[src/logic/ccu_pkg.sv]
// constants and types for the capture/compare unit
// Summary of operation
// - capture copies full timer count to value
// - mode picks falling, rising, 4th, 16th, any edge
// - capture sets flag; software clears it
// - newer capture overwrites held value
// - source select field picks capture input
// - detector watches pin even when driven
// - prescaler cleared when off or not capturing
// - direct prescaler change keeps count
// - timer holds in sleep unless external clock
// - compare value against timer on each timer tick
// - match does toggle, set, clear or pulse
// - every compare match raises flag
// - only modes 0001 and 1011 clear timer
// - zero control write forces output latch low
// - optional open-drain pin drive
// - several units share one timer
// - value read as two byte halves
// - compare output routed internally
package ccu_pkg;
  localparam logic [3:0] ADR_CTRL = 4'h0;
  localparam logic [3:0] ADR_CAPSEL = 4'h4;
  localparam logic [3:0] ADR_VAL_LO = 4'h8;
  localparam logic [3:0] ADR_VAL_HI = 4'hc;
  localparam int CTRL_EN = 7;
  localparam int CTRL_OD = 6;
  localparam int CTRL_FLAG = 5;
  localparam int MODE_LSB = 0;
  localparam logic [7:0] CTRL_RST = 8'h00;
  localparam logic [1:0] CAPSEL_RST = 2'h0;
  localparam logic [15:0] VAL_RST = 16'h0000;
  localparam logic [3:0] PS_RST = 4'h0;
  localparam logic [3:0] M_TOG_CLR = 4'h1;
  localparam logic [3:0] M_TOG = 4'h2;
  localparam logic [3:0] M_CAP_ANY = 4'h3;
  localparam logic [3:0] M_CAP_FALL = 4'h4;
  localparam logic [3:0] M_CAP_RISE = 4'h5;
  localparam logic [3:0] M_CAP_R4 = 4'h6;
  localparam logic [3:0] M_CAP_R16 = 4'h7;
  localparam logic [3:0] M_SET = 4'h8;
  localparam logic [3:0] M_CLR = 4'h9;
  localparam logic [3:0] M_PULSE = 4'ha;
  localparam logic [3:0] M_PULSE_CLR = 4'hb;
  localparam logic [3:0] PS_MAX4 = 4'h3;
  localparam logic [3:0] PS_MAX16 = 4'hf;
endpackage

[src/logic/ccu_top.sv]
// capture/compare unit with classic wishbone register slave
`timescale 1ns/10ps
`default_nettype none
module ccu_top (
  // clock, reset, enable
  input wire logic clk_i,
  input wire logic rst_i,
  input wire logic ce_i,
  // wishbone slave
  input wire logic cyc_i,
  input wire logic stb_i,
  input wire logic we_i,
  input wire logic [3:0] adr_i,
  input wire logic [3:0] sel_i,
  input wire logic [31:0] dat_i,
  output logic [31:0] dat_o,
  output logic ack_o,
  // shared timer
  input wire logic [15:0] timer_i,
  input wire logic timer_tick_i,
  output logic timer_clr_o,
  // pin and capture sources
  input wire logic [3:0] cap_src_i,
  output logic pin_o,
  output logic pin_oe_o,
  // internal routing and flag
  output logic cmp_out_o,
  output logic irq_flag_o
);
  // register map, low byte of each word:
  //   0x0 control: 7 enable, 6 open drain, 5 flag, 3:0 mode
  //   0x4 source select: 1:0 picks the capture input
  //   0x8 value low byte, 0xc value high byte
  // the two value bytes are not read at once: a capture in between
  // mixes two events, so software reads twice or stops the unit
  logic [7:0] ctrl_r;
  logic [1:0] capsel_r;
  logic [15:0] val_r;
  logic flag_r;
  logic [3:0] ps_r;
  logic out_r;
  logic pulse_r;
  logic [3:0] src_s2_r;
  logic cap_d_r;
  logic [31:0] dat_r;
  logic ack_r;
  logic clr_r;
  logic pin_r;
  logic pin_oe_r;
  logic cmp_r;

  logic [3:0] mode;
  logic en;
  logic is_cap;
  logic is_cmp;
  logic cap_lvl;
  logic rise;
  logic fall;
  logic ps_hit;
  logic cap_ev;
  logic match;
  logic wr;
  logic rd;
  logic flag_clr_wr;
  logic ctrl_zero_wr;
  logic [3:0] ps_nxt;
  logic clr_mode;
  logic sel_ctrl;
  logic sel_capsel;
  logic sel_lo;
  logic sel_hi;
  logic pin_nxt;
  logic pin_oe_nxt;
  logic [31:0] dat_nxt;

  assign mode = ctrl_r[ccu_pkg::MODE_LSB +: 4];
  assign en = ctrl_r[ccu_pkg::CTRL_EN];
  // mode classes; codes 0 and c to f are idle, neither capture nor compare
  always_comb begin
    is_cap = 1'b0;
    is_cmp = 1'b0;
    clr_mode = 1'b0;
    case (mode)
      ccu_pkg::M_CAP_ANY,
      ccu_pkg::M_CAP_FALL,
      ccu_pkg::M_CAP_RISE,
      ccu_pkg::M_CAP_R4,
      ccu_pkg::M_CAP_R16: begin
        is_cap = 1'b1;
      end
      ccu_pkg::M_TOG,
      ccu_pkg::M_SET,
      ccu_pkg::M_CLR,
      ccu_pkg::M_PULSE: begin
        is_cmp = 1'b1;
      end
      // only these two codes clear the shared timer on a match
      ccu_pkg::M_TOG_CLR,
      ccu_pkg::M_PULSE_CLR: begin
        is_cmp = 1'b1;
        clr_mode = 1'b1;
      end
      default: begin
        is_cap = 1'b0;
        is_cmp = 1'b0;
        clr_mode = 1'b0;
      end
    endcase
  end
  assign wr = cyc_i && stb_i && we_i && !ack_r;
  assign rd = cyc_i && stb_i && !we_i && !ack_r;

  // each source passes two flops; bit 0 carries the pin level even when
  // the unit drives it, so a port write can start a capture
  for (genvar g = 0; g < 4; g++) begin : g_sync
    logic s1_r;
    logic s2_r;
    always_ff @(posedge clk_i) begin
      if (rst_i) begin
        s1_r <= 1'b0;
        s2_r <= 1'b0;
      end else if (ce_i) begin
        s1_r <= cap_src_i[g];
        s2_r <= s1_r;
      end
    end
    assign src_s2_r[g] = s2_r;
  end

  // previous detector level; idles low, so the rise seen just after
  // reset falls while the unit is still off
  always_ff @(posedge clk_i) begin
    if (rst_i) begin
      cap_d_r <= 1'b0;
    end else if (ce_i) begin
      cap_d_r <= cap_lvl;
    end
  end

  assign cap_lvl = src_s2_r[capsel_r];
  assign rise = cap_lvl && !cap_d_r;
  assign fall = !cap_lvl && cap_d_r;

  // event selection by mode
  always_comb begin
    ps_hit = 1'b0;
    cap_ev = 1'b0;
    ps_nxt = ps_r;
    if (en && is_cap) begin
      case (mode)
        ccu_pkg::M_CAP_ANY: begin
          cap_ev = rise || fall;
        end
        ccu_pkg::M_CAP_FALL: begin
          cap_ev = fall;
        end
        ccu_pkg::M_CAP_RISE: begin
          cap_ev = rise;
        end
        ccu_pkg::M_CAP_R4: begin
          ps_hit = rise && (ps_r[1:0] == ccu_pkg::PS_MAX4[1:0]);
          cap_ev = ps_hit;
        end
        ccu_pkg::M_CAP_R16: begin
          ps_hit = rise && (ps_r == ccu_pkg::PS_MAX16);
          cap_ev = ps_hit;
        end
        default: cap_ev = 1'b0;
      endcase
      // count keeps running across prescale changes
      if (rise && (mode == ccu_pkg::M_CAP_R4 ||
                   mode == ccu_pkg::M_CAP_R16)) begin
        ps_nxt = ps_hit ? ccu_pkg::PS_RST : ps_r + 4'h1;
      end
    end else begin
      ps_nxt = ccu_pkg::PS_RST;
    end
  end

  always_ff @(posedge clk_i) begin
    if (rst_i) begin
      ps_r <= ccu_pkg::PS_RST;
    end else if (ce_i) begin
      ps_r <= ps_nxt;
    end
  end

  // timer shared by units; a stalled timer sends no tick, so a frozen
  // count never rematches and compare waits through sleep
  assign match = en && is_cmp && timer_tick_i &&
                 (timer_i == val_r);

  assign sel_ctrl = wr && sel_i[0] && (adr_i == ccu_pkg::ADR_CTRL);
  assign sel_capsel = wr && sel_i[0] && (adr_i == ccu_pkg::ADR_CAPSEL);
  assign sel_lo = wr && sel_i[0] && (adr_i == ccu_pkg::ADR_VAL_LO);
  assign sel_hi = wr && sel_i[0] && (adr_i == ccu_pkg::ADR_VAL_HI);
  // flag bit written as zero clears it, one leaves it
  assign flag_clr_wr = sel_ctrl && !dat_i[ccu_pkg::CTRL_FLAG];
  assign ctrl_zero_wr = sel_ctrl && (dat_i[7:0] == 8'h00);

  // control and source select registers
  always_ff @(posedge clk_i) begin
    if (rst_i) begin
      ctrl_r <= ccu_pkg::CTRL_RST;
      capsel_r <= ccu_pkg::CAPSEL_RST;
    end else if (ce_i) begin
      if (sel_ctrl) begin
        ctrl_r <= {dat_i[7:6], 1'b0, dat_i[4:0]};
      end
      if (sel_capsel) begin
        capsel_r <= dat_i[1:0];
      end
    end
  end

  // value register: capture overwrites, halves writable by software
  always_ff @(posedge clk_i) begin
    if (rst_i) begin
      val_r <= ccu_pkg::VAL_RST;
    end else if (ce_i) begin
      if (cap_ev) begin
        val_r <= timer_i;
      end else begin
        if (sel_lo) begin
          val_r[7:0] <= dat_i[7:0];
        end
        if (sel_hi) begin
          val_r[15:8] <= dat_i[7:0];
        end
      end
    end
  end

  // flag: set wins over software clear
  always_ff @(posedge clk_i) begin
    if (rst_i) begin
      flag_r <= 1'b0;
    end else if (ce_i) begin
      if (cap_ev || match) begin
        flag_r <= 1'b1;
      end else if (flag_clr_wr) begin
        flag_r <= 1'b0;
      end
    end
  end

  // compare output latch and pulse
  always_ff @(posedge clk_i) begin
    if (rst_i) begin
      out_r <= 1'b0;
      pulse_r <= 1'b0;
    end else if (ce_i) begin
      if (ctrl_zero_wr) begin
        out_r <= 1'b0;
        pulse_r <= 1'b0;
      end else if (match) begin
        case (mode)
          ccu_pkg::M_TOG_CLR: out_r <= !out_r;
          ccu_pkg::M_TOG: out_r <= !out_r;
          ccu_pkg::M_SET: begin
            out_r <= 1'b1;
          end
          ccu_pkg::M_CLR: begin
            out_r <= 1'b0;
          end
          ccu_pkg::M_PULSE, ccu_pkg::M_PULSE_CLR: begin
            out_r <= 1'b1;
            pulse_r <= 1'b1;
          end
          default: out_r <= out_r;
        endcase
      end else if (pulse_r && timer_tick_i) begin
        out_r <= 1'b0;
        pulse_r <= 1'b0;
      end
    end
  end

  // pin drive; open drain only pulls low and releases for high
  always_comb begin
    pin_nxt = out_r;
    pin_oe_nxt = en && is_cmp;
    if (ctrl_r[ccu_pkg::CTRL_OD]) begin
      pin_nxt = 1'b0;
      pin_oe_nxt = en && is_cmp && !out_r;
    end
  end

  // output flops
  always_ff @(posedge clk_i) begin
    if (rst_i) begin
      clr_r <= 1'b0;
      pin_r <= 1'b0;
      pin_oe_r <= 1'b0;
      cmp_r <= 1'b0;
    end else if (ce_i) begin
      clr_r <= match && clr_mode;
      cmp_r <= out_r;
      pin_r <= pin_nxt;
      pin_oe_r <= pin_oe_nxt;
    end
  end

  // read mux; unmapped offsets read zero and are still answered
  always_comb begin
    dat_nxt = 32'h0000_0000;
    case (adr_i)
      ccu_pkg::ADR_CTRL: begin
        dat_nxt[7:0] = {ctrl_r[7:6], flag_r, ctrl_r[4:0]};
      end
      ccu_pkg::ADR_CAPSEL: begin
        dat_nxt[1:0] = capsel_r;
      end
      ccu_pkg::ADR_VAL_LO: begin
        dat_nxt[7:0] = val_r[7:0];
      end
      ccu_pkg::ADR_VAL_HI: begin
        dat_nxt[7:0] = val_r[15:8];
      end
      default: begin
        dat_nxt = 32'h0000_0000;
      end
    endcase
  end

  // wishbone: ack one cycle after the take, then dropped for a cycle
  always_ff @(posedge clk_i) begin
    if (rst_i) begin
      ack_r <= 1'b0;
    end else if (ce_i) begin
      ack_r <= cyc_i && stb_i && !ack_r;
    end
  end

  // read data holds until the next read
  always_ff @(posedge clk_i) begin
    if (rst_i) begin
      dat_r <= 32'h0000_0000;
    end else if (ce_i && rd) begin
      dat_r <= dat_nxt;
    end
  end

  assign dat_o = dat_r;
  assign ack_o = ack_r;
  assign timer_clr_o = clr_r;
  assign pin_o = pin_r;
  assign pin_oe_o = pin_oe_r;
  assign cmp_out_o = cmp_r;
  assign irq_flag_o = flag_r;
endmodule // ccu_top
`default_nettype wire

[config.mk]
export PLATFORM = sky130hd
export DESIGN_NAME = ccu_top
export DESIGN_NICKNAME = d
export VERILOG_FILES = /design/src/logic/ccu_pkg.sv /design/src/logic/ccu_top.sv
export SDC_FILE = /design/constraint.sdc
export NUM_CORES = 1
export LEC_CHECK = 0
export BUFFER_PORTS_ARGS = -buffer_cell sky130_fd_sc_hd__buf_2
export CORE_ASPECT_RATIO = 0.5
export CORE_UTILIZATION = 30
export CTS_CLUSTER_DIAMETER = 40
export CTS_CLUSTER_SIZE = 10
export DETAILED_ROUTE_END_ITERATION = 10
export PLACE_DENSITY = 0.58
export SLEW_MARGIN = 10
export SYNTH_ARGS = -nofsm -noshare
export SYNTH_HDL_FRONTEND = slang
export SYNTH_SLANG_ARGS = --single-unit
[constraint.sdc]
create_clock -name clk_i -period 3.8 [get_ports clk_i]
set_clock_uncertainty 0.2 [all_clocks]
set_input_delay 0.95 -clock clk_i [delete_from_list [all_inputs] [get_ports clk_i]]
set_output_delay 0.95 -clock clk_i [all_outputs]
set_load 0.005 [all_outputs]
==> results.md, run 1 <==
- Dpl cell area: 3850 sq um
- Mapped Area: 3590 sq um
- Iter 0 DRT Violations: 191
- Synth unique cells: 61
- Mux cell area share after synthesis: 13.6%
- Fin crit period: 3010 ps
- GRT overflow: 0
- Layout cells sized above 1: 21.3%
- Max Cap Viol: 0
- Vias: 2997
- CP Capture Type: flop
- Top post-synthesis cells by area: dfxtp_1 (30%), mux2i_1 (11%), buf_4 (5.8%)
- Worst flop-to-flop path startpoint: capsel_r[0]$_SDFFE_PP0P_
- Critical path launch point type: flop
- Cts repair resizes: 0
- Fin Setup TNS: 0 ps
- Worst IR drop on VDD: 0.132 mV
- Commonest cells in the netlist: dfxtp_1 (54), nor2_1 (45), mux2i_1 (41), buf_4 (28), inv_1 (20)
- CTS root buf: clkbuf_16
- Crit path max-delay family: simple AND/OR/NAND/NOR gates
- CP Cell Sequence: mux4_2, ha_1, and4b_1, and3_4, or2_1, o41ai_1, nor4_2
- Sequential area share after synthesis: 30.1%
- Synth Area in Compound Gates: 19.9%
- Pin count of the biggest net entering global routing: 27
- Simple-gate share of the synthesized area: 19.6%
- Worst-margin pin slew: 761 ps
- Switching fraction of total power: 25.0%
- Die ar.: 12500 sq um
- Final Slew Violations: 0
- Area Growth Syn to Fin: 11.1%
- Initial antenna violation count: 0
- Net Switching: 286 uW
- Vias in the first global route: 2796
- Residual DRC: 0
- Post-synth top area share: 30.1%
- Setup Viol. Count Final: 0
- Final Hold Slack: 273 ps
- # rows: 27
- Critical path's largest stage delay: 550 ps
- Clk pwr share: 39.0%
- CP bufs+invs: 0
- Clock transition at the registers of the reported paths: 70 ps
- Combinational share of power: 10.9%
- 1st-pass router iterations: 4
- Part of the cycle the worst path needs: 79.2%
- Hold Vio Cnt, Final: 0
- Tot Pwr: 1150 uW
- H-tree Lvls: 2
- Yosys warns: 0
- Int Pwr: 859 uW
- CTS Buffer Depth: 2
- CTS tree: yes
- Most frequent cell after synthesis: dfxtp_1
- CP Data Arrival Time: 2980 ps
- # diodes: 0
- Clk_lat worst skew: 290 ps
- Final ANT Viol Nets: 0
- Initial Util: 31.8%
- CP Class: reg2reg
- Synth Register Bits: 54
- Final instance area: 3990 sq um
- Wire length of the first global-routing pass: 15.0 mm
- F_max: 332 MHz
- EDFF count, synth: 0
- Slowest-stage cell, CP: mux4_2
- HPWL after DPL: 6.93 mm
- Nets@finish: 516
- Hold Crit Class: reg2reg
- Status: finished clean
- Critical Path RT: 3770 ps
- Clk sink count: 54
- Gr usage total: 15.7%
- Core footprint: 11300 sq um
- Placer congestion estimate: 0.853
- Largest family of logic cells by synthesized area: compound AO/OA/AOI/OAI gates
- Die X: 157 um
- Synth Area in Adders: 1.04%
- Pwr/cell area: 287 nW/um^2
- Area leader, netlist: dfxtp_1
- CP Max Fanout: 19
- Top_reg_cell synth: dfxtp_1
- WL/cell: 15.3 um
- Die height: 79.4 um
- # IOs: 105
- Slew HR: 49.3%
- Total CTS buffers: 5
- DRT Wirelength: 9.23 mm
- Worst Setup Slack, final: 790 ps
- CP startpoint: capsel_r[0]$_SDFFE_PP0P_
- RSZ-0062 raised after global routing: no
- Post-CTS setup buffers: 0
- Via-to-Cell Ratio: 4.95
- Port buffer count: 53
- Sequential Power Share: 50.1%
- Syn_area_per_cell: 8.83 sq um
- HP Start: pin_o$_SDFFE_PP0P_
- Gate Count Post-Synth: 407
- Synth Area in XOR/XNOR: 4.39%
- Leak Pwr: 0.00164 uW
- Post-synthesis async set-or-reset flop share: 0%
- Fillers: 1170
- Hold-fix buffers at CTS: 0
- Setup WS pre-CTS: 663 ps
## placed cells by master (no fill, tap or decap), types with 7 or more instances in the layout
| cell | n |
|---|---|
| buf_2 | 53 |
| a22oi_1 | 9 |
| o22a_1 | 8 |
| o22ai_1 | 8 |
| xnor2_1 | 17 |
| mux2i_1 | 41 |
| conb_1 | 24 |
| nor2_1 | 45 |
| dfxtp_1 | 54 |
| a21oi_1 | 16 |
| o211a_1 | 8 |
| o21ai_0 | 10 |
| nor3_1 | 7 |
| inv_1 | 20 |
| nand2_1 | 13 |
## layout make-up
type                       instances  area, sq um  share of cell area, %
clock buffer                       5          125                   3.13
clock inverter                     2         15.0                  0.376
inverter                          20         75.1                   1.88
multi-input combinational        307         2200                   55.0
sequential                        54         1080                   27.1
tap                              159          199                   4.98
timing repair buffer              58          303                   7.58
## worst register-to-register path, cell delays in order, from the launching register on
cell and delay [ps]:
dfxtp_1 380, mux4_2 550, ha_1 210, and4b_1 190, and3_4 210, or2_1 520
o41ai_1 530, nor4_2 90
## power groups by stage
stage	Clock, uW	Combinational [uW]	Sequential [uW]
4_1_cts	466	124	574
5_1_grt	490	139	575
2_1_floorplan	0	90.5	586
6_report	446	124	574
3_3_place_gp	0	123	587
3_5_place_dp	0	124	587
## through the flow
stage / util (%) / std cells
floorplan: - / 430
global placement: 34.1 / 598
detailed placement: 34.1 / 598
CTS: 35.3 / 605
global route: 35.3 / 605
finish: 35.3 / 605
## layer usage
metal  share of wire, %  global-route usage (%)  routed length (um)  vias up
met5                  0                       0                   0        -
met4                1.3                    5.39                 123        0
met3                3.8                    3.20                 349       11
met2                 46                    24.9                4230       68
met1                 49                    21.1                4530     1415
li1                   -                       -                   -     1503
## flip-flops by register name, indices dropped and copies added, names as in the netlist
signal	cells
val_r	16
dat_o	8
ctrl_r	7
g_sync.s1_r	4
g_sync.s2_r	4
ps_r	4
capsel_r	2
ack_o	1
cap_d_r	1
cmp_out_o	1
irq_flag_o	1
out_r	1
pin_o	1
pin_oe_o	1
pulse_r	1
timer_clr_o	1
## cells by family after synthesis
kind of cell,count (synthesis)
simple gates,124
compound gates,93
buf+inv,69
flops,54
mux,45
xor+xnor,18
fa+ha+maj,3
other cells,1
## path summary, 6_finish.rpt
| kind | end | slack [ps] | cells past startpoint |
|---|---|---|---|
| hold reg to reg | pin_o$_SDFFE_PP0P_ | 270 | 2 |
| setup reg to reg | val_r[14]$_SDFFE_PP0P_ | 790 | 7 |
| hold / removal | pin_o$_SDFFE_PP0P_ | 270 | 2 |
| setup / recovery | val_r[14]$_SDFFE_PP0P_ | 790 | 7 |
Power figures use the tool's default switching activity.
==> run 2: changes to the inputs <==
==> constraint.sdc (replaced) <==
create_clock -name clk_i -period 2.8 [get_ports clk_i]
set_clock_uncertainty 0.2 [all_clocks]
set_input_delay 0.7 -clock clk_i [delete_from_list [all_inputs] [get_ports clk_i]]
set_output_delay 0.7 -clock clk_i [all_outputs]
set_load 0.005 [all_outputs]
==> results.md, run 2 (same netlist as run 1, synthesis figures left out) <==
- Vias in the first global route: 2897 (+3.6%)
- GRT overflow: 0 (unchanged)
- Clock transition at the registers of the reported paths: 70 ps (about the same)
- H-tree Lvls: 2 (unchanged)
- WL/cell: 15.2 um (-0.54%)
- # rows: 27 (unchanged)
- Cell count of the worst hold path: 2 (unchanged)
- HPWL after DPL: 7.09 mm (+2.2%)
- CTS Buffer Depth: 2 (unchanged)
- GR Util met3: 3.37% (+0.16 points)
- Layout cells sized above 1: 24.8% (+3.5 points)
- Residual DRC: 0 (unchanged)
- Initial antenna violation count: 0 (unchanged)
- Hold-fix buffers at CTS: 0 (unchanged)
- Nets@finish: 533 (+3.3%)
- Slowest-stage cell, CP: mux4_2
- Vias: 3109 (+3.7%)
- Critical path's largest stage delay: 510 ps (-40 ps)
- F_max: 373 MHz (+12%)
- Die X: 157 um (unchanged)
- M1 GR Usage: 21.1% (-0.031 points)
- Util after Layout: 36.9% (+1.6 points)
- RSZ-0062 raised after global routing: no
- Reg2reg end: val_r[0]$_SDFFE_PP0P_
- Leak Pwr: 0.00175 uW (+7.0%)
- Setup crit end: val_r[0]$_SDFFE_PP0P_
- Critical path launch point type: flop
- Clk_lat worst skew: 300 ps (about the same)
- Total CTS buffers: 5 (unchanged)
- Fillers: 1171 (+0.085%)
- Critical Path RT: 2840 ps (-930 ps)
- CTS root buf: clkbuf_16
- Pwr/cell area: 379 nW/um^2 (+32%)
- Final Slew Violations: 0 (unchanged)
- Busiest layer in global routing: met2
- Clk pwr share: 39.8% (+0.8 points)
- Net Switching: 402 uW (+41%)
- Global Route met2 Usage: 25.1% (+0.18 points)
- Switching fraction of total power: 25.4% (+0.43 points)
- Crit path max-delay family: multiplexers
- Part of the cycle the worst path needs: 95.7% (+16 points)
- Placer congestion estimate: 0.856 (+0.41%)
- Reg with most FFs: val_r
- Max Cap Viol: 0 (unchanged)
- # diodes: 0 (unchanged)
- Most frequent cells in the layout: dfxtp_1 (53), buf_2 (53), nor2_1 (45)
- 1st-pass router iterations: 4 (unchanged)
- CP startpoint: capsel_r[0]$_SDFFE_PP0P_
- Setup Viol. Count Final: 0 (unchanged)
- CP Data Arrival Time: 2720 ps (-260 ps)
- Gr usage total: 15.7% (+0.045 points)
- Worst flop-to-flop path startpoint: capsel_r[0]$_SDFFE_PP0P_
- Core footprint: 11300 sq um (unchanged)
- Clk sink count: 54 (unchanged)
- Die height: 79.4 um (unchanged)
- CP Max Fanout: 8 (-11)
- Area Growth Syn to Fin: 16.2%
- CP Cell Sequence: mux4_2, ha_1, and4b_1, and3_4, buf_4, o211ai_4, clkbuf_16, mux2i_1, o211a_1
- Die ar.: 12500 sq um (unchanged)
- Worst path depth: 9 (+2)
- Worst r2r path cells: 9 (+2)
- Reg2Reg Setup Slack: 120 ps (-670 ps)
- Wire length of the first global-routing pass: 15.1 mm (+0.83%)
- Hold Vio Cnt, Final: 0 (unchanged)
- Hold Crit Class: reg2reg
- Int Pwr: 1180 uW (+37%)
- Pin count of the biggest net entering global routing: 27 (unchanged)
- Final ANT Viol Nets: 0 (unchanged)
- # IOs: 105 (unchanged)
- Max reg flops: 16 (unchanged)
- CP bufs+invs: 2 (+2)
- Fin crit period: 2680 ps (-331 ps)
- Iter 0 DRT Violations: 189 (-1.0%)
- CP Capture Type: flop
- Via-to-Cell Ratio: 4.99 (+0.74%)
- Worst IR drop on VDD: 0.183 mV (+39%)
- Fin Setup TNS: 0 ps (unchanged)
- CP Class: reg2reg
- Slew HR: 61.0% (+12 points)
- Worst-margin pin slew: 580 ps (-181 ps)
- Port buffer count: 53 (unchanged)
- Combinational share of power: 11.0% (about the same)
- Status: finished clean
- Initial Util: 31.8% (unchanged)
- CTS tree: yes
- DRT Wirelength: 9.45 mm (+2.4%)
- Sequential Power Share: 49.2% (-0.9 points)
==> run 2: metal layers <==
| layer | part of all wire (%) | routed length (um) |
|---|---|---|
| met5 | 0 | 0 |
| met4 | 1.5 | 145 |
| met2 | 45 | 4230 |
| met3 | 6.5 | 612 |
| met1 | 47 | 4470 |
==> run 2: timing repair <==
| action | 4_1_cts | 5_1_grt |
|---|---|---|
| endpoints found under the setup margin | 0 | 15 |
| gates resized for setup | 0 | 3 |
| buffers inserted | 0 | 1 |
| endpoints found under the hold margin | 0 | 0 |
==> run 2: tightest hold or removal path, delay by kind of cell, from the launching register on <==
family,cells,cell delay [ps]
and+or+nand+nor,1,60
AOI/OAI and AO/OA,1,60
DFF,1,310
==> run 2: worst min path at each step <==
stage	start	to	slack [ps]
6_report	pin_o$_SDFFE_PP0P_	pin_o$_SDFFE_PP0P_	270
4_1_cts	pin_o$_SDFFE_PP0P_	pin_o$_SDFFE_PP0P_	280
3_3_place_gp	pin_o$_SDFFE_PP0P_	pin_o$_SDFFE_PP0P_	260
2_1_floorplan	g_sync[2].s2_r$_SDFFE_PP0P_	g_sync[2].s2_r$_SDFFE_PP0P_	250
5_1_grt	pin_o$_SDFFE_PP0P_	pin_o$_SDFFE_PP0P_	310
3_5_place_dp	pin_o$_SDFFE_PP0P_	pin_o$_SDFFE_PP0P_	270
==> run 2: through the flow <==
| stage | cell area [sq um] | hold WS (ps) | cells | power, uW | setup WS [ps] |
|---|---|---|---|---|---|
| 2_1_floorplan | 3680 | 255 | 430 | 918 | 90.0 |
| 3_3_place_gp | 3990 | 256 | 613 | 969 | 64.1 |
| 3_5_place_dp | 3990 | 270 | 613 | 969 | 32.7 |
| 4_1_cts | 4140 | 282 | 621 | 1600 | 22.0 |
| 5_1_grt | 4180 | 306 | 623 | 1650 | 2.02 |
| 6_report | 4180 | 274 | 623 | 1580 | 121 |
==> run 2: cell type report <==
class	count	area, sq um	area share, %
Sequential cell	54	1080	25.9
Inverter	20	75.1	1.80
Timing Repair Buffer	75	473	11.3
Clock inverter	2	17.5	0.419
Multi-Input combinational cell	307	2200	52.7
Clock buffer	6	129	3.08
Tap cell	159	199	4.76
==> run 2: power groups by stage <==
stage,Sequential [uW],Combinational [uW],Clock (uW)
finish,779,174,630
global route,780,193,679
CTS,779,173,650
detailed placement,797,172,0
global placement,797,172,0
floorplan,795,123,0
